### src/core/acl_pkg.sv
// Shared constants and types of the AC-link command port
`default_nettype none
package acl_pkg;
    // Register byte offsets
    localparam logic [7:0] CMD_OFS      = 8'h20;
    localparam logic [7:0] STAT_OFS     = 8'h24;
    localparam logic [7:0] IRQ_STAT_OFS = 8'h30;
    localparam logic [7:0] IRQ_MASK_OFS = 8'h34;
    localparam logic [7:0] CTRL_OFS     = 8'h38;
    // Command word fields
    localparam int CMD_PDOWN_BIT = 25;
    localparam int CMD_ISSUE_BIT = 24;
    localparam int CMD_WDATA_LSB = 8;
    localparam int CMD_RW_BIT    = 7;
    localparam int CMD_IDX_LSB   = 0;
    // Status word fields
    localparam int STAT_READY_BIT = 24;
    localparam int STAT_VALID_BIT = 23;
    localparam int STAT_ECHO_LSB  = 16;
    // Interrupt and control fields
    localparam int IRQ_WDONE_BIT = 0;
    localparam int IRQ_RDONE_BIT = 1;
    localparam int CTRL_WARM_BIT = 0;
    // Reset values
    localparam logic [31:0] CMD_RESET      = 32'h0000_0000;
    localparam logic [1:0]  IRQ_MASK_RESET = 2'h0;
    // Frame layout
    localparam logic [3:0] LAST_SLOT  = 4'hC;
    localparam logic [4:0] SLOT0_LAST = 5'h0F;
    localparam logic [4:0] SLOT_LAST  = 5'h13;
    // Timing
    localparam int CLK_NS   = 20;
    localparam int WARM_NS  = 1000;
    localparam int WARM_CYC = (WARM_NS + CLK_NS - 1) / CLK_NS;
    typedef enum logic [1:0] {ST_RUN, ST_PDOWN, ST_WARM} acl_link_state_type;
endpackage : acl_pkg
`default_nettype wire

### src/core/acl_cmd_port.sv
// AC-link command port: codec register access over slots 1 and 2
`default_nettype none
// Summary of operation
// - A command issued by software goes out in slots 1 and 2 of the next frame, never the current.
// - Write completion and arrival of read data set status flags and can raise the interrupt.
// - The issue bit makes the next frame carry the register pointer and any write payload.
// - The issue bit clears itself once address and data have been shifted out.
// - A read uses slot 1 only; slot 2 carries payload only for a write.
// - The 16-bit payload in bits 23 to 8 goes out in slot 2 when the direction bit is 0.
// - The direction bit 7 goes out as the read/write bit of slot 1, 1 meaning read.
// - The 7-bit pointer in bits 6 to 0 goes out in the address field of slot 1.
// - Power-down is a normal register write with the power-down flag bit 25 also set.
// - With that flag set, all link outputs go low once slot 2 of the command is sent.
// - Only a warm reset brings the link out of power-down.
// - A warm reset holds frame sync high for 1 us and its request bit then clears itself.
// - Read-valid clears when a new read is requested and sets when the codec returns data.
// - The register index echoed by the codec is captured with the read data.
module acl_cmd_port #(
    parameter logic [1:0] CODEC_ID = 2'h0
) (
    input  wire logic        core_clk,
    input  wire logic        rst,
    input  wire logic        hsel,
    input  wire logic [31:0] haddr,
    input  wire logic [1:0]  htrans,
    input  wire logic        hwrite,
    input  wire logic [2:0]  hsize,
    input  wire logic [31:0] hwdata,
    input  wire logic        hready,
    output logic             hreadyout,
    output logic      [31:0] hrdata,
    output logic             hresp,
    input  wire logic        bitClkPin,
    input  wire logic        sdataInPin,
    output logic             acSync,
    output logic             acSdataOut,
    output logic             irq
);
    logic                        wrEn_q;
    logic [7:0]                  wrAddr_q;
    logic                        cmdPdown_q;
    logic                        cmdEna_q;
    logic [15:0]                 cmdWdata_q;
    logic                        cmdRw_q;
    logic [6:0]                  cmdIdx_q;
    logic                        warmReq_q;
    logic [1:0]                  irqStat_q;
    logic [1:0]                  irqMask_q;
    logic                        readValid_q;
    logic                        readPend_q;
    logic                        codecReady_q;
    logic                        rxTag1_q;
    logic                        rxTag2_q;
    logic [6:0]                  rxIdx_q;
    logic [6:0]                  echoIdx_q;
    logic [15:0]                 readData_q;
    logic [19:0]                 rxShift_q;
    logic [19:0]                 rxWord;
    logic [1:0]                  pinS;
    logic                        bitClkD_q;
    logic                        bitRise;
    logic                        bitFall;
    acl_pkg::acl_link_state_type state_q;
    logic [3:0]                  slot_q;
    logic [4:0]                  bit_q;
    logic [3:0]                  nextSlot;
    logic [19:0]                 slotWord;
    logic [19:0]                 txWord_q;
    logic                        cmdFrame_q;
    logic [6:0]                  warmCnt_q;
    logic                        warmDone;
    logic                        cmdEnd;
    logic                        readDone;
    logic                        cmdWr;
    logic                        ctrlWr;
    logic                        maskWr;
    logic                        statWr;
    logic [31:0]                 rdMux;

    // Pins
    acl_sync #(.WIDTH(2)) pinSync (
        .core_clk (core_clk),
        .rst      (rst),
        .asyncIn  ({bitClkPin, sdataInPin}),
        .syncOut  (pinS)
    );

    always_ff @(posedge core_clk) begin
        if (rst) begin
            bitClkD_q <= 1'b0;
        end else begin
            bitClkD_q <= pinS[1];
        end
    end

    assign bitRise = pinS[1] & ~bitClkD_q;
    assign bitFall = ~pinS[1] & bitClkD_q;

    // AHB-Lite slave, zero wait states
    assign hreadyout = 1'b1;
    assign hresp     = 1'b0;
    assign cmdWr     = wrEn_q && wrAddr_q == acl_pkg::CMD_OFS;
    assign ctrlWr    = wrEn_q && wrAddr_q == acl_pkg::CTRL_OFS;
    assign maskWr    = wrEn_q && wrAddr_q == acl_pkg::IRQ_MASK_OFS;
    assign statWr    = wrEn_q && wrAddr_q == acl_pkg::IRQ_STAT_OFS;

    always_comb begin
        case (haddr[7:0])
            acl_pkg::CMD_OFS:      rdMux = {6'h00, cmdPdown_q, cmdEna_q, cmdWdata_q,
                                            cmdRw_q, cmdIdx_q};
            acl_pkg::STAT_OFS:     rdMux = {7'h00, codecReady_q, readValid_q, echoIdx_q,
                                            readData_q};
            acl_pkg::IRQ_STAT_OFS: rdMux = {30'h0000_0000, irqStat_q};
            acl_pkg::IRQ_MASK_OFS: rdMux = {30'h0000_0000, irqMask_q};
            acl_pkg::CTRL_OFS:     rdMux = {31'h0000_0000, warmReq_q};
            default:               rdMux = 32'h0000_0000;
        endcase
    end

    always_ff @(posedge core_clk) begin
        if (rst) begin
            wrEn_q   <= 1'b0;
            wrAddr_q <= 8'h00;
            hrdata   <= 32'h0000_0000;
        end else if (hready) begin
            wrEn_q   <= hsel && htrans[1] && hwrite && hsize == 3'h2;
            wrAddr_q <= haddr[7:0];
            if (hsel && htrans[1] && !hwrite) begin
                hrdata <= rdMux;
            end
        end
    end

    // Command word; a software write of the issue bit wins over the self-clear
    always_ff @(posedge core_clk) begin
        if (rst) begin
            cmdPdown_q <= acl_pkg::CMD_RESET[acl_pkg::CMD_PDOWN_BIT];
            cmdEna_q   <= acl_pkg::CMD_RESET[acl_pkg::CMD_ISSUE_BIT];
            cmdWdata_q <= acl_pkg::CMD_RESET[acl_pkg::CMD_WDATA_LSB +: 16];
            cmdRw_q    <= acl_pkg::CMD_RESET[acl_pkg::CMD_RW_BIT];
            cmdIdx_q   <= acl_pkg::CMD_RESET[acl_pkg::CMD_IDX_LSB +: 7];
        end else begin
            if (cmdEnd) begin
                cmdEna_q <= 1'b0;
            end
            if (cmdWr) begin
                cmdPdown_q <= hwdata[acl_pkg::CMD_PDOWN_BIT];
                cmdEna_q   <= hwdata[acl_pkg::CMD_ISSUE_BIT];
                cmdWdata_q <= hwdata[acl_pkg::CMD_WDATA_LSB +: 16];
                cmdRw_q    <= hwdata[acl_pkg::CMD_RW_BIT];
                cmdIdx_q   <= hwdata[acl_pkg::CMD_IDX_LSB +: 7];
            end
        end
    end

    // Warm reset request; the request set wins over its own completion
    always_ff @(posedge core_clk) begin
        if (rst) begin
            warmReq_q <= 1'b0;
        end else begin
            if (warmDone) begin
                warmReq_q <= 1'b0;
            end
            if (ctrlWr && hwdata[acl_pkg::CTRL_WARM_BIT]) begin
                warmReq_q <= 1'b1;
            end
        end
    end

    // Interrupt status, write one to clear, events win
    always_ff @(posedge core_clk) begin
        if (rst) begin
            irqStat_q <= 2'h0;
            irqMask_q <= acl_pkg::IRQ_MASK_RESET;
        end else begin
            irqStat_q <= (irqStat_q & ~(statWr ? hwdata[1:0] : 2'h0))
                       | {readDone, cmdEnd && !cmdRw_q};
            if (maskWr) begin
                irqMask_q <= hwdata[1:0];
            end
        end
    end

    assign irq = |(irqStat_q & irqMask_q);

    // Frame transmit side
    assign nextSlot = (slot_q == acl_pkg::LAST_SLOT) ? 4'h0 : slot_q + 4'h1;
    assign cmdEnd   = bitRise && state_q == acl_pkg::ST_RUN && slot_q == 4'h2
                      && bit_q == 5'h00 && cmdFrame_q;
    assign warmDone = state_q == acl_pkg::ST_WARM
                      && warmCnt_q == 7'(acl_pkg::WARM_CYC - 1);

    always_comb begin
        case (nextSlot)
            4'h0:    slotWord = {cmdEna_q, cmdEna_q, cmdEna_q & ~cmdRw_q, 11'h000,
                                 CODEC_ID, 4'h0};
            4'h1:    slotWord = cmdFrame_q ? {cmdRw_q, cmdIdx_q, 12'h000}
                                           : 20'h00000;
            4'h2:    slotWord = (cmdFrame_q && !cmdRw_q) ? {cmdWdata_q, 4'h0}
                                                         : 20'h00000;
            default: slotWord = 20'h00000;
        endcase
    end

    always_ff @(posedge core_clk) begin
        if (rst) begin
            state_q    <= acl_pkg::ST_RUN;
            slot_q     <= acl_pkg::LAST_SLOT;
            bit_q      <= 5'h00;
            txWord_q   <= 20'h00000;
            acSdataOut <= 1'b0;
            acSync     <= 1'b0;
            cmdFrame_q <= 1'b0;
            warmCnt_q  <= 7'h00;
        end else begin
            case (state_q)
                acl_pkg::ST_RUN: begin
                    if (warmReq_q) begin
                        state_q    <= acl_pkg::ST_WARM;
                        warmCnt_q  <= 7'h00;
                        acSync     <= 1'b1;
                        acSdataOut <= 1'b0;
                        cmdFrame_q <= 1'b0;
                    end else if (cmdEnd && cmdPdown_q) begin
                        state_q    <= acl_pkg::ST_PDOWN;
                        acSync     <= 1'b0;
                        acSdataOut <= 1'b0;
                        cmdFrame_q <= 1'b0;
                    end else if (bitRise && bit_q == 5'h00) begin
                        slot_q     <= nextSlot;
                        bit_q      <= (nextSlot == 4'h0) ? acl_pkg::SLOT0_LAST
                                                         : acl_pkg::SLOT_LAST;
                        acSdataOut <= slotWord[19];
                        txWord_q   <= {slotWord[18:0], 1'b0};
                        acSync     <= nextSlot == 4'h0;
                        if (nextSlot == 4'h0) begin
                            cmdFrame_q <= cmdEna_q;
                        end
                    end else if (bitRise) begin
                        bit_q      <= bit_q - 5'h01;
                        acSdataOut <= txWord_q[19];
                        txWord_q   <= {txWord_q[18:0], 1'b0};
                    end
                end
                acl_pkg::ST_PDOWN: begin
                    // Bit clock stops here; only a warm reset leaves
                    if (warmReq_q) begin
                        state_q   <= acl_pkg::ST_WARM;
                        warmCnt_q <= 7'h00;
                        acSync    <= 1'b1;
                    end
                end
                acl_pkg::ST_WARM: begin
                    warmCnt_q <= warmCnt_q + 7'h01;
                    if (warmDone) begin
                        state_q <= acl_pkg::ST_RUN;
                        acSync  <= 1'b0;
                        slot_q  <= acl_pkg::LAST_SLOT;
                        bit_q   <= 5'h00;
                    end
                end
                default: begin
                    state_q <= acl_pkg::ST_RUN;
                end
            endcase
        end
    end

    // Frame receive side, sampled on the falling bit clock edge
    assign rxWord   = {rxShift_q[18:0], pinS[0]};
    assign readDone = bitFall && state_q == acl_pkg::ST_RUN && slot_q == 4'h2
                      && bit_q == 5'h00 && readPend_q && rxTag1_q && rxTag2_q;

    always_ff @(posedge core_clk) begin
        if (rst) begin
            rxShift_q    <= 20'h00000;
            codecReady_q <= 1'b0;
            rxTag1_q     <= 1'b0;
            rxTag2_q     <= 1'b0;
            rxIdx_q      <= 7'h00;
        end else if (bitFall && state_q == acl_pkg::ST_RUN) begin
            rxShift_q <= rxWord;
            if (bit_q == 5'h00 && slot_q == 4'h0) begin
                codecReady_q <= rxWord[15];
                rxTag1_q     <= rxWord[14];
                rxTag2_q     <= rxWord[13];
            end
            if (bit_q == 5'h00 && slot_q == 4'h1) begin
                rxIdx_q <= rxWord[18:12];
            end
        end
    end

    // Read tracking; data arrival wins over a clear by a new request
    always_ff @(posedge core_clk) begin
        if (rst) begin
            readPend_q  <= 1'b0;
            readValid_q <= 1'b0;
            echoIdx_q   <= 7'h00;
            readData_q  <= 16'h0000;
        end else begin
            if (cmdEnd && cmdRw_q) begin
                readPend_q <= 1'b1;
            end else if (readDone) begin
                readPend_q <= 1'b0;
            end
            if (cmdWr && hwdata[acl_pkg::CMD_ISSUE_BIT] && hwdata[acl_pkg::CMD_RW_BIT]) begin
                readValid_q <= 1'b0;
            end
            if (readDone) begin
                readValid_q <= 1'b1;
                echoIdx_q   <= rxIdx_q;
                readData_q  <= rxWord[19:4];
            end
        end
    end
endmodule : acl_cmd_port
`default_nettype wire

### src/core/acl_sync.sv
// Two-flop synchroniser for pins from outside the core clock domain
`default_nettype none
module acl_sync #(
    parameter int WIDTH = 1
) (
    input  wire logic             core_clk,
    input  wire logic             rst,
    input  wire logic [WIDTH-1:0] asyncIn,
    output logic      [WIDTH-1:0] syncOut
);
    logic [WIDTH-1:0] meta_q;

    always_ff @(posedge core_clk) begin
        if (rst) begin
            meta_q  <= '0;
            syncOut <= '0;
        end else begin
            meta_q  <= asyncIn;
            syncOut <= meta_q;
        end
    end
endmodule : acl_sync
`default_nettype wire

### config.mk
export PLATFORM = sky130hd
export DESIGN_NAME = acl_cmd_port
export DESIGN_NICKNAME = d
export VERILOG_FILES = /design/src/core/acl_pkg.sv /design/src/core/acl_cmd_port.sv /design/src/core/acl_sync.sv
export SDC_FILE = /design/constraint.sdc
export NUM_CORES = 1
export LEC_CHECK = 0
export ABC_CLOCK_PERIOD_IN_PS = 3840
export BUFFER_PORTS_ARGS = -buffer_cell sky130_fd_sc_hd__buf_2
export CAP_MARGIN = 20
export CELL_PAD_IN_SITES_DETAIL_PLACEMENT = 1
export CELL_PAD_IN_SITES_GLOBAL_PLACEMENT = 2
export CORE_UTILIZATION = 36
export DETAILED_ROUTE_END_ITERATION = 7
export PLACE_DENSITY = 0.87
export SYNTH_ARGS = -nofsm -noshare
export SYNTH_HDL_FRONTEND = slang
export SYNTH_SLANG_ARGS = --single-unit
### constraint.sdc
create_clock -name core_clk -period 3.84 [get_ports core_clk]
set_input_delay 0.768 -clock core_clk [delete_from_list [all_inputs] [get_ports core_clk]]
set_output_delay 0.768 -clock core_clk [all_outputs]
set_load 0.01 [all_outputs]
# Word-level counts from Yosys, hierarchy flattened
# Index checks and enable logic that the tools add are counted.
[totals] out_inout_bits=37 ff_bits=172 elab_cells=180 inputBits=76
[classes] bitwise_logic=12 reduce_logical=59 addsub=3 muxes=48 eq_ne=27
[op_table] cell="$pmux 26 s5" count=1
[op_table] cell="$mux 20" count=4
[op_table] cell="$eq 8x6->1 const B" count=9
[op_table] cell="$pmux 20 s3" count=1
[op_table] cell="$mux 5" count=6
[op_table] cell="$logic_and 1x1->1" count=29
[op_table] cell="$mux 1" count=20
[op_table] cell="$mux 4" count=5
[op_table] cell="$pmux 7 s2" count=1
[op_table] cell="$reduce_bool 2->1" count=7
[op_table] cell="$mux 2" count=5
[op_table] cell="$ne 2x2->1 const B" count=5
[op_table] cell="$pmux 5 s2" count=1
[op_table] cell="$reduce_and 2->1" count=5
[op_table] cell="$reduce_and 5->1" count=2
[op_table] cell="$reduce_bool 3->1" count=3
[op_table] cell="$eq 4x1->1 const B" count=2
[op_table] cell="$eq 4x2->1 const B" count=2
[op_table] cell="$logic_not 4->1" count=2
[op_table] cell="$pmux 4 s2" count=1
[op_table] cell="$reduce_and 4->1" count=2
[op_table] cell="$add 7x1->7 const B" count=1
[op_table] cell="$eq 7x6->1 const B" count=1
[op_table] cell="$mux 7" count=1
[op_table] cell="other kinds (22)" count=33

# Depth between registers and ports, before layout
# Gate-level depths: netlist of the first run.
[depth] ltp_word=10 depth_mapped=9 mapped_depth_nobuf=7

# Cells and area by module
# A second synthesis of the first run with hierarchy kept.
[unflattened] cells_unflattened=821 hier_area_um2=6956.7
[by_module_without_submodules] module="acl_cmd_port" cells_per_inst=813 seq_area_each_um2=3143.0 instances=1 area_each_um2=6851.6
[by_module_without_submodules] module="acl_sync" cells_per_inst=8 seq_area_each_um2=80.1 instances=1 area_each_um2=105.1

# Least setup slack after synthesis of the first run
# Ideal clock, no wire load.
[synth_path] path_kind="flip-flop to flip-flop" start="register slot_q[0]" end="register txWord_q[10]" arrival_ps=2086 synth_period_minus_slack_ps=2209 required_time_ps=3717 n_path_buf=2 stages_incl_launch_ff=10 slack_ps=1631 setup_time_ps=123 cell_sequence="dfxtp_1 > clkbuf_1 > inv_1 > ha_1 > clkbuf_1 > a31o_2 > a221oi_1 > nor4b_2 > a221oi_1 > nor2_1"
[synth_between] elab_chain_len=7 elab_cells_between_ends=15 cone_classes="1 x add/sub; 4 x eq/ne; 3 x mux; 1 x bitwise; 6 x reduce/logical"
[synth_lines] item="start, declared" line_no="acl_cmd_port.sv:64" text="logic [3:0] slot_q;"
[synth_lines] item="start signal, assigned" line_no="acl_cmd_port.sv:208" text="slot_q <= acl_pkg::LAST_SLOT;"
[synth_lines] item="start signal, assigned" line_no="acl_cmd_port.sv:230" text="slot_q <= nextSlot;"
[synth_lines] item="start signal, assigned" line_no="acl_cmd_port.sv:258" text="slot_q <= acl_pkg::LAST_SLOT;"
[synth_lines] item="parallel branches: the longest is 7 deep, another holds $add 4x1->4"
[synth_lines] item="end signal, assigned" line_no="acl_cmd_port.sv:234" text="txWord_q <= {slotWord[18:0], 1'b0};"
[synth_lines] item="end signal, assigned" line_no="acl_cmd_port.sv:242" text="txWord_q <= {txWord_q[18:0], 1'b0};"
[synth_lines] item="end, declared" line_no="acl_cmd_port.sv:68" text="logic [19:0] txWord_q;"
# Several ways; the timed one is not identified.
# A chain may end at the register's enable or synchronous reset.

# Worst setup path in the final report of the first run
[layout_path] start="register wrAddr_q[0]" end="register readValid_q"
[layout_between] elab_chain_len=5
[layout_lines] item="start, declared" line_no="acl_cmd_port.sv:40" text="logic [7:0] wrAddr_q;"
[layout_lines] item="start signal, assigned" line_no="acl_cmd_port.sv:127" text="wrAddr_q <= haddr[7:0];"
[layout_lines] item="$eq 8x6->1" line_no="acl_cmd_port.sv:102" text="assign cmdWr = wrEn_q && wrAddr_q == acl_pkg::CMD_OFS;"
[layout_lines] item="$logic_and 1x1->1" line_no="acl_cmd_port.sv:102"
[layout_lines] item="$logic_and 1x1->1 (2 in series)" line_no="acl_cmd_port.sv:307" text="if (cmdWr && hwdata[acl_pkg::CMD_ISSUE_BIT] && hwdata[acl_pkg::CMD_RW_BIT]) begin"
[layout_lines] item="$reduce_bool 2->1 (no source line)"
[layout_lines] item="end signal, assigned" line_no="acl_cmd_port.sv:298" text="readValid_q <= 1'b0;"
[layout_lines] item="end signal, assigned" line_no="acl_cmd_port.sv:308" text="readValid_q <= 1'b0;"
[layout_lines] item="end signal, assigned" line_no="acl_cmd_port.sv:311" text="readValid_q <= 1'b1;"
[layout_lines] item="end, declared" line_no="acl_cmd_port.sv:49" text="logic readValid_q;"
# No other way between the ends.

==> results of run 1 <==
power by group through the flow:
| stage | clock network, W | registers, W | logic [W] |
|---|---|---|---|
| after detailed placement | 0 | 0.00174 | 0.000180 |
| after global placement | 0 | 0.00174 | 0.000179 |
| after floorplan | 0 | 0.00174 | 0.000127 |
| after CTS | 0.00172 | 0.00171 | 0.000182 |
| final | 0.00169 | 0.00171 | 0.000180 |
| after global routing | 0.00180 | 0.00171 | 0.000198 |
cell families after synthesis:
group | share of synthesized area
adders and majority gates | 0.0215
xor gates and xnor gates | 0.00501
buffers and inverters | 0.0507
muxes | 0.0646
other | 0.00107
AOI/OAI and AO/OA | 0.177
DFF | 0.461
and+or+nand+nor | 0.219
cell usage after synthesis, types with 5 or more instances:
cell      instances  area share
inv_1            14      0.0075
nand3b_1          5      0.0054
buf_4            10       0.011
nor2b_1          10      0.0090
a31oi_1           6      0.0054
nand3_1          11      0.0079
nor3_1            8      0.0057
a21oi_1         106       0.076
ha_1             12       0.021
nand2b_1          6      0.0054
dfxtp_1         161        0.46
a221oi_1         10       0.013
nor4b_1           5      0.0063
mux2_2           23       0.037
o22ai_1           6      0.0054
buf_1             7      0.0038
and3_1            6      0.0054
o21ai_0          18       0.013
nand2_1         168       0.090
nor2_1           61       0.033
a22oi_1          29       0.031
mux2i_1          17       0.024
nand4b_1          5      0.0063
clkbuf_1         36       0.019
layout make-up:
cell class              count  area, um2  area share
clock buffers              17        425      0.0525
clock inverters            15        159      0.0196
inverters                  14       52.6     0.00648
multi-input cells         587       3440       0.425
flip-flops and latches    161       3220       0.398
well taps                 260        325      0.0401
repair buffers             85        478      0.0590
worst register-to-register path, stage by stage, from the launching register on:
cell,delay [ns]
dfxtp_1,0.31
or4b_1,0.55
nor3b_2,0.38
or4b_1,0.73
buf_16,0.27
o21ai_1,0.14
a21oi_1,0.07
sequential cells by signal (all words and copies together) (netlist names), 2 cells and up:
signal	flops
hrdata	26
rxShift_q	19
cmdWdata_q	16
readData_q	16
txWord_q	15
wrAddr_q	8
cmdIdx_q	7
echoIdx_q	7
rxIdx_q	7
warmCnt_q	7
bit_q	5
slot_q	4
irqMask_q	2
irqStat_q	2
pinSync.meta_q	2
pinSync.syncOut	2
state_q	2
worst max-delay path by stage:
stage / from / end
2_1_floorplan: slot_q[0] / txWord_q[10]
3_3_place_gp: wrAddr_q[0] / readValid_q
3_5_place_dp: wrAddr_q[0] / readValid_q
4_1_cts: wrAddr_q[0] / readValid_q
5_1_grt: warmCnt_q[0] / bit_q[4]
6_report: wrAddr_q[0] / readValid_q
through the flow:
stage / instance area, um2 / hold WS (ns) / worst slack, ns / utilization / instances
after floorplan: 7010 / 0.414 / 1.63 / - / 821
after global placement: 7490 / 0.429 / 1.06 / 0.397 / 1106
after detailed placement: 7520 / 0.426 / 1.27 / 0.398 / 1107
after CTS: 8100 / 0.443 / 1.23 / 0.429 / 1139
after global routing: 8100 / 0.457 / 1.06 / 0.429 / 1139
final: 8100 / 0.438 / 1.25 / 0.429 / 1139
per-layer routing:
layer	wire length [um]	vias up	global-route usage
li1	-	2942	-
met1	9460	2975	0.280
met2	9480	130	0.348
met3	843	29	0.0337
met4	335	0	0.0755
met5	0	-	0
==> impl_metrics.json, run 1 <==
{
  "status": "complete, no violations",
  "crit_chain": "or4b_1 > nor3b_2 > or4b_1 > buf_16 > o21ai_1 > a21oi_1",
  "crit_buf_inv": 1,
  "slew_headroom": 0.416,
  "antenna_found_initial": 0,
  "r2r-start": "wrAddr_q[0]",
  "cts_setup_buffers": 0,
  "cp_common_cell": "or4b_1",
  "drt_first_pass_iters": 5,
  "cts_sinks": 161,
  "fmaxAchievable_mhz": 386,
  "globalRouteOverflowTotal": 0,
  "hold_buffers": 0,
  "min_to": "pinSync.syncOut[1]",
  "cts_made_buffers": 17,
  "fin_setup_tns_ns": 0,
  "grt_pass1_vias": 6102,
  "timing.final.crit_share": 0.674,
  "core-area_um2": 18900,
  "ff2ff_path_depth": 6,
  "p_comb_frac": 0.050,
  "htree_levels": 4,
  "worstSetupPathType": "reg2reg",
  "die_area_um2": 20000,
  "critPathMaxFanout": 21,
  "avgSynthCellArea_um2": 8.58,
  "ys_seq_area_frac": 0.461,
  "totalPowerFinal_w": 0.00358,
  "min_path_type": "reg2reg",
  "finalWirelength_um": 20100,
  "rr_endpoint": "readValid_q",
  "grt.total_usage": 0.211,
  "p_leak_nw": 2.99,
  "dp_hpwl_um": 13600,
  "dominantRegCellSynth": "dfxtp_1",
  "period_minus_slack_ns": 2.59,
  "critPathLaunchType": "register",
  "p_clk_frac": 0.473,
  "avgViaCountPerCell": 5.33,
  "async_flop_share": 0,
  "hold_path.startpoint": "pinSync.meta_q[1]",
  "cp_slowest_cell": "or4b_1",
  "cts_root_buf": "clkbuf_16",
  "grt_max_degree": 62,
  "antenna_cells": 0,
  "die_width_um": 141,
  "endpoint_kind": "register",
  "hold_violations": 0,
  "numPortBuffers": 73,
  "mostFrequentLayoutCells": "168 x nand2_1, 161 x dfxtp_1, 106 x a21oi_1",
  "path_delay_family": "simple AND/OR/NAND/NOR gates",
  "rows": 50,
  "synth_warnings": 0,
  "worst_pin_slew_ns": 0.874,
  "slew_viol_final": 0,
  "die_h_um": 141,
  "setup_viol": 0,
  "drc": 0,
  "rsz0062_at_grt": "no",
  "power.density_nw_per_um2": 442,
  "vias": 6076,
  "pin_count": 113,
  "clkSlewWorstSetupHoldPaths_ns": 0.07,
  "mostFrequentLayoutCell": "nand2_1",
  "ant_nets": 0,
  "crit_arrival_ns": 2.88,
  "grt_first_pass_wirelength_um": 32700,
  "required_ns": 4.13,
  "syn-cell-area_um2": 6990,
  "synth_seq_cells": 161,
  "area_delta_synth_final_pct": 16.0,
  "drt_iter0_drc": 363,
  "seqPwrFrac": 0.477,
  "synth_edf_count": 0,
  "peakVddDrop_uv": 272,
  "p_sw_w": 0.000953,
  "place.gp.congestion": 0.760,
  "fillCellCount": 2268,
  "swShare": 0.266,
  "clk-insertion-delay-late_ns": 0.44,
  "final_nets": 954,
  "whs_path_depth": 1,
  "cts_tree": "yes",
  "cap_violations": 0,
  "cp.depth": 6,
  "initial_utilization": 0.370,
  "syn-instance-count": 815,
  "synth.distinct_cells": 66,
  "skew_ns": 0.0104,
  "clockBufferDepth": 2,
  "intPower_w": 0.00263,
  "drive_gt1_frac": 0.176,
  "wl_per_cell_um": 17.7,
  "reg2reg_slack_ns": 1.25,
  "cts_resized": 0,
  "max_stage_delay_ns": 0.73
}
(Power assumes the default switching activity.)
==> run 2: changes to the inputs <==
Settings changed: ABC_CLOCK_PERIOD_IN_PS 3840 to 2500, CORE_UTILIZATION 36 to 34, PLACE_DENSITY 0.87 to 0.83.
Clock period 3.84 ns to 2.5 ns, I/O delays scaled along.
==> run 2 against run 1 <==
Hold slack worse by 0.16 ns. Design area up 2.2%. Critical path depth up 1. Fmax up 13%. Flip-flop and latch count unchanged. First-iteration DRC count down 18%. Clock power up 60%. Power up 57%. Clock-buffer cell count unchanged. Critical path type unchanged. Critical endpoint is now bit_q[4]. Largest power group is now the clock network.
==> impl_metrics.json, run 2 (synthesized netlist as in run 1, its figures left out) <==
{
  "status": "complete, no violations",
  "grt_pass1_vias": 6060,
  "slew_headroom": 0.529,
  "clockBufferDepth": 2,
  "worstSetupPathType": "reg2reg",
  "grtUsageMet1": 0.267,
  "crit_arrival_ns": 2.65,
  "top_regs": "hrdata (26), rxShift_q (19)",
  "mostFrequentLayoutCells": "168 x nand2_1, 161 x dfxtp_1, 106 x a21oi_1",
  "multi_input_area_um2": 3470,
  "reg2reg_slack_ns": 0.21,
  "avgViaCountPerCell": 5.20,
  "initial_utilization": 0.347,
  "rows": 52,
  "rsz0062_at_grt": "no",
  "cts_made_buffers": 17,
  "seqPwrFrac": 0.465,
  "hold_path.startpoint": "bitClkPin",
  "whs_path_depth": 2,
  "hold_buffers": 0,
  "required_ns": 2.87,
  "cts_tree": "yes",
  "crit_chain": "inv_1 > ha_1 > and3b_1 > nand4_1 > nand3_1 > a2111o_1 > a21oi_1",
  "cts_root_buf": "clkbuf_16",
  "ff2ff_path_depth": 7,
  "grt.total_usage": 0.196,
  "drt_first_pass_iters": 4,
  "totalPowerFinal_w": 0.00563,
  "finalWirelength_um": 20200,
  "crit_buf_inv": 1,
  "htree_levels": 4,
  "grt_max_degree": 55,
  "p_leak_nw": 3.07,
  "setup_viol": 0,
  "intPower_w": 0.00415,
  "cts_sinks": 161,
  "timing.final.crit_share": 0.915,
  "worst_pin_slew_ns": 0.700,
  "place.gp.congestion": 0.795,
  "die_h_um": 145,
  "min_to": "pinSync.meta_q[1]",
  "path_delay_family": "simple AND/OR/NAND/NOR gates",
  "top_register": "hrdata",
  "p_comb_frac": 0.053,
  "min_path_type": "in2reg",
  "fin_setup_tns_ns": 0,
  "antenna_found_initial": 0,
  "skew_ns": 0.0177,
  "p_clk_frac": 0.482,
  "period_minus_slack_ns": 2.29,
  "clk-insertion-delay-late_ns": 0.44,
  "numPortBuffers": 73,
  "cts_resized": 0,
  "use_met3": 0.0295,
  "grt_first_pass_wirelength_um": 32700,
  "ant_nets": 0,
  "grt_use_met2": 0.319,
  "drt_iter0_drc": 298,
  "r2r-start": "state_q[0]",
  "die_width_um": 145,
  "power.density_nw_per_um2": 680,
  "critPathLaunchType": "register",
  "clkSlewWorstSetupHoldPaths_ns": 0.07,
  "largest_reg_flops": 26,
  "area_delta_synth_final_pct": 18.5,
  "vias": 6056,
  "dp_hpwl_um": 13800,
  "pin_count": 113,
  "final_nets": 970,
  "p_sw_w": 0.00148,
  "core-area_um2": 20200,
  "globalRouteOverflowTotal": 0,
  "cp_slowest_cell": "a2111o_1",
  "wl_per_cell_um": 17.3,
  "regArea_um2": 3220,
  "cp.depth": 7,
  "cap_violations": 0,
  "peakVddDrop_uv": 394,
  "busiest_layer": "met2",
  "fillCellCount": 2437,
  "max_stage_delay_ns": 0.46,
  "fmaxAchievable_mhz": 437,
  "die_area_um2": 21100,
  "critPathMaxFanout": 10,
  "drc": 0,
  "endpoint_kind": "register",
  "drive_gt1_frac": 0.196,
  "antenna_cells": 0,
  "setup_ws_ns": 0.214,
  "rr_endpoint": "bit_q[4]",
  "mostFrequentLayoutCell": "nand2_1",
  "place_ws_ns": 0.0917,
  "cts_setup_buffers": 0,
  "hold_violations": 0,
  "slew_viol_final": 0,
  "swShare": 0.263
}
==> run 2: stage by stage <==
stage	std cells	util	area [um2]	hold WS (ns)
finish	1165	0.411	8280	0.280
global route	1165	0.411	8280	0.293
CTS	1165	0.409	8250	0.264
detailed placement	1133	0.379	7640	0.429
global placement	1133	0.379	7640	0.428
floorplan	821	-	7010	0.414
==> run 2: metal layers <==
| metal | share of wire | vias to the layer above |
|---|---|---|
| met1 | 0.48 | 2959 |
| met3 | 0.047 | 20 |
| li1 | - | 2967 |
| met2 | 0.46 | 110 |
| met4 | 0.0095 | 0 |
| met5 | 0 | - |
==> run 2: worst reg2reg max path: cells and delay by family, from the launching register on <==
| kind | cells | cell delay (ns) |
|---|---|---|
| simple gates | 3 | 0.81 |
| compound gates | 2 | 0.58 |
| flops | 1 | 0.41 |
| fa+ha+maj | 1 | 0.33 |
| buf+inv | 1 | 0.09 |
==> run 2: final cells by class <==
type,count,area share
well taps,270,0.0408
clock buffers,17,0.0514
flip-flops and latches,161,0.389
inverters,14,0.00635
repair buffers,101,0.0713
multi-input cells,587,0.419
clock inverters,15,0.0221
==> run 2: worst max path at each step <==
stage / start / to
finish: state_q[0] / bit_q[4]
global route: bit_q[0] / txWord_q[16]
CTS: slot_q[0] / txWord_q[5]
detailed placement: slot_q[0] / txWord_q[5]
global placement: slot_q[0] / txWord_q[5]
floorplan: slot_q[0] / txWord_q[10]
==> run 2: power by group through the flow <==
stage | Sequential, W | Combinational [W] | Clock (W)
2_1_floorplan | 0.00267 | 0.000195 | 0
3_5_place_dp | 0.00268 | 0.000296 | 0
6_report | 0.00262 | 0.000299 | 0.00271
3_3_place_gp | 0.00268 | 0.000294 | 0
5_1_grt | 0.00262 | 0.000328 | 0.00286
4_1_cts | 0.00262 | 0.000298 | 0.00278
==> run 3: changes to the inputs <==
Settings changed: CORE_UTILIZATION 34 to 33, PLACE_DENSITY 0.83 to 0.81, SYNTH_HIERARCHICAL set to 1.
==> run 3 against run 2 <==
Flip-flop and latch count did not move. Clock-buffer cell count rose by 2. Hold slack improved by 0.0064 ns. Largest power group is now registers. First-iteration DRC count increased by 21%. Routed wire length is 1.2% higher. Highest routed layer unchanged. Design area decreased by 0.79%. Sequential power hardly changed. Clock skew up 0.0020 ns.
==> impl_metrics.json, run 3 <==
{
  "avgViaCountPerCell": 5.22,
  "grt_first_pass_wirelength_um": 32600,
  "antenna_found_initial": 0,
  "synth_warnings": 6,
  "finalWirelength_um": 20400,
  "drive_gt1_frac": 0.189,
  "pin_count": 113,
  "ys_seq_area_frac": 0.463,
  "synthTopCellsByArea": "dfxtp_1 46%, nand2_1 8.7%, a21oi_1 7.6%, mux2_2 3.6%, nor2_1 3.4%",
  "reg2reg_slack_ns": 0.15,
  "htree_levels": 4,
  "drt_iter0_drc": 360,
  "grt.total_usage": 0.193,
  "die_width_um": 147,
  "clockBufferDepth": 2,
  "clkSlewWorstSetupHoldPaths_ns": 0.06,
  "final_nets": 973,
  "period_minus_slack_ns": 2.35,
  "worst_pin_slew_ns": 0.687,
  "synth_top_cell_by_area": "dfxtp_1",
  "cts_resized": 0,
  "dp_hpwl_um": 14200,
  "area_delta_synth_final_pct": 18.1,
  "numPortBuffers": 73,
  "hold_path.startpoint": "bitClkPin",
  "cts_made_buffers": 17,
  "cap_violations": 0,
  "placed_cells": 1136,
  "grt_max_degree": 69,
  "rows": 52,
  "fin_setup_tns_ns": 0,
  "whs_path_depth": 2,
  "multi_input_area_um2": 3430,
  "globalRouteOverflowTotal": 0,
  "mostFrequentLayoutCell": "nand2_1",
  "rsz0062_at_grt": "no",
  "synth.most_common_cell": "nand2_1",
  "status": "complete, no violations",
  "required_ns": 2.83,
  "hold_violations": 0,
  "setup_viol": 0,
  "rr_endpoint": "slot_q[1]",
  "wl_per_cell_um": 17.5,
  "cts_tree": "yes",
  "die_h_um": 147,
  "min_to": "pinSync/meta_q[1]",
  "ff2ff_path_depth": 7,
  "slew_headroom": 0.540,
  "cts_root_buf": "clkbuf_16",
  "synth_edf_count": 0,
  "skew_ns": 0.0196,
  "slew_viol_final": 0,
  "crit_start": "slot_q[1]",
  "drc": 0,
  "mostFrequentLayoutCells": "162 x nand2_1, 161 x dfxtp_1, 106 x a21oi_1",
  "timing.final.crit_share": 0.939,
  "grt_pass1_vias": 6071,
  "r2r-start": "slot_q[1]",
  "worstSetupPathType": "reg2reg",
  "cts_sinks": 161,
  "synth_seq_cells": 161,
  "power.density_nw_per_um2": 651,
  "ant_nets": 0,
  "dominantRegCellSynth": "dfxtp_1",
  "place.gp.congestion": 0.771,
  "clk-insertion-delay-late_ns": 0.44,
  "hold_buffers": 0,
  "syn-instance-count": 821,
  "min_path_type": "in2reg",
  "p_leak_nw": 3.03,
  "die_area_um2": 21700,
  "crit_arrival_ns": 2.68,
  "critPathMaxFanout": 12,
  "synth.distinct_cells": 68,
  "cts_setup_buffers": 0,
  "avgSynthCellArea_um2": 8.47,
  "async_flop_share": 0,
  "synth_top_area_share": 0.463,
  "vias": 6100,
  "synthTopCellsByCount": "162 x nand2_1, 161 x dfxtp_1, 106 x a21oi_1",
  "critPathLaunchType": "register",
  "regArea_um2": 3220,
  "fillCellCount": 2477,
  "core-area_um2": 20400,
  "stdcell_count": 1168,
  "fmaxAchievable_mhz": 426,
  "top_regs": "hrdata (26), rxShift_q (19)",
  "largest_reg_flops": 26,
  "peakVddDrop_uv": 465,
  "antenna_cells": 0,
  "drt_first_pass_iters": 6,
  "initial_utilization": 0.341,
  "top_register": "hrdata",
  "endpoint_kind": "register",
  "syn-cell-area_um2": 6960
}
run 3: cell types whose count changed in the layout (fill, tap and decap cells not counted), moves of 3 or more:
cell / change
nor3_1: +6
nor2_1: +3
nand3_1: +5
nand2_1: -6
a31oi_1: -3
inv_1: +3
inv_8: -3
and3_1: +4
nand3b_1: +3
run 3: logic make-up (layout without fill, tap and decap cells):
family,Yosys count,after routing,share of synthesized area
AND/OR/NAND/NOR,323,323,0.217
AO/OA/AOI/OAI,199,199,0.179
flip-flops,161,161,0.463
buffers and inverters,79,150,0.0487
multiplexers,41,41,0.0647
adder cells (fa/ha/maj),12,12,0.0216
XOR/XNOR,4,4,0.00504
other,2,8,0.00108
run 3: stage by stage:
step                 util  hold WS [ns]  total power, W  setup slack, ns  instance area, um2
global route        0.402         0.286         0.00554          0.00902                8220
global placement    0.375         0.424         0.00288            0.229                7650
detailed placement  0.375         0.427         0.00288            0.182                7660
finish              0.402         0.286         0.00535            0.152                8220
CTS                 0.402         0.269         0.00541            0.140                8220
floorplan               -         0.414         0.00279            0.273                6980
run 3: layer usage:
metal  wire length, um  track usage  up-vias
met5                 0            0        -
met4               199       0.0557        0
met3               631       0.0376       11
met2              9690        0.311       89
met1              9900        0.261     3006
li1                  -            -     2994
run 3: final cells by class:
cell class              count  share of cell area
multi-input cells         587               0.418
clock buffers              19              0.0539
clock inverters            13              0.0142
well taps                 270              0.0411
repair buffers            101              0.0731
inverters                  17             0.00777
flip-flops and latches    161               0.392
run 3: worst max path at each step:
stage	endpoint	slack, ns	depth (start not counted)
final	slot_q[1]	0.15	7
after floorplan	slot_q[2]	0.27	9
after global routing	acSync	0.009	7
after CTS	slot_q[1]	0.14	7
after detailed placement	slot_q[0]	0.18	7
after global placement	slot_q[1]	0.23	7
run 3: worst max-delay path: stages (launching register included):
cell and delay (ns):
dfxtp_1 0.49, ha_1 0.27, or4bb_1 0.61, o31ai_4 0.25, a221oi_2 0.08, buf_4 0.20, and2_4 0.17, o31ai_1 0.19
run 3: where the power goes:
part	switching (W)	internal (W)	leakage, nW
combinational	0.000140	0.0000839	1.45
clock	0.00119	0.00134	0.275
sequential	0.0000168	0.00258	1.30
total	0.00135	0.00401	3.03
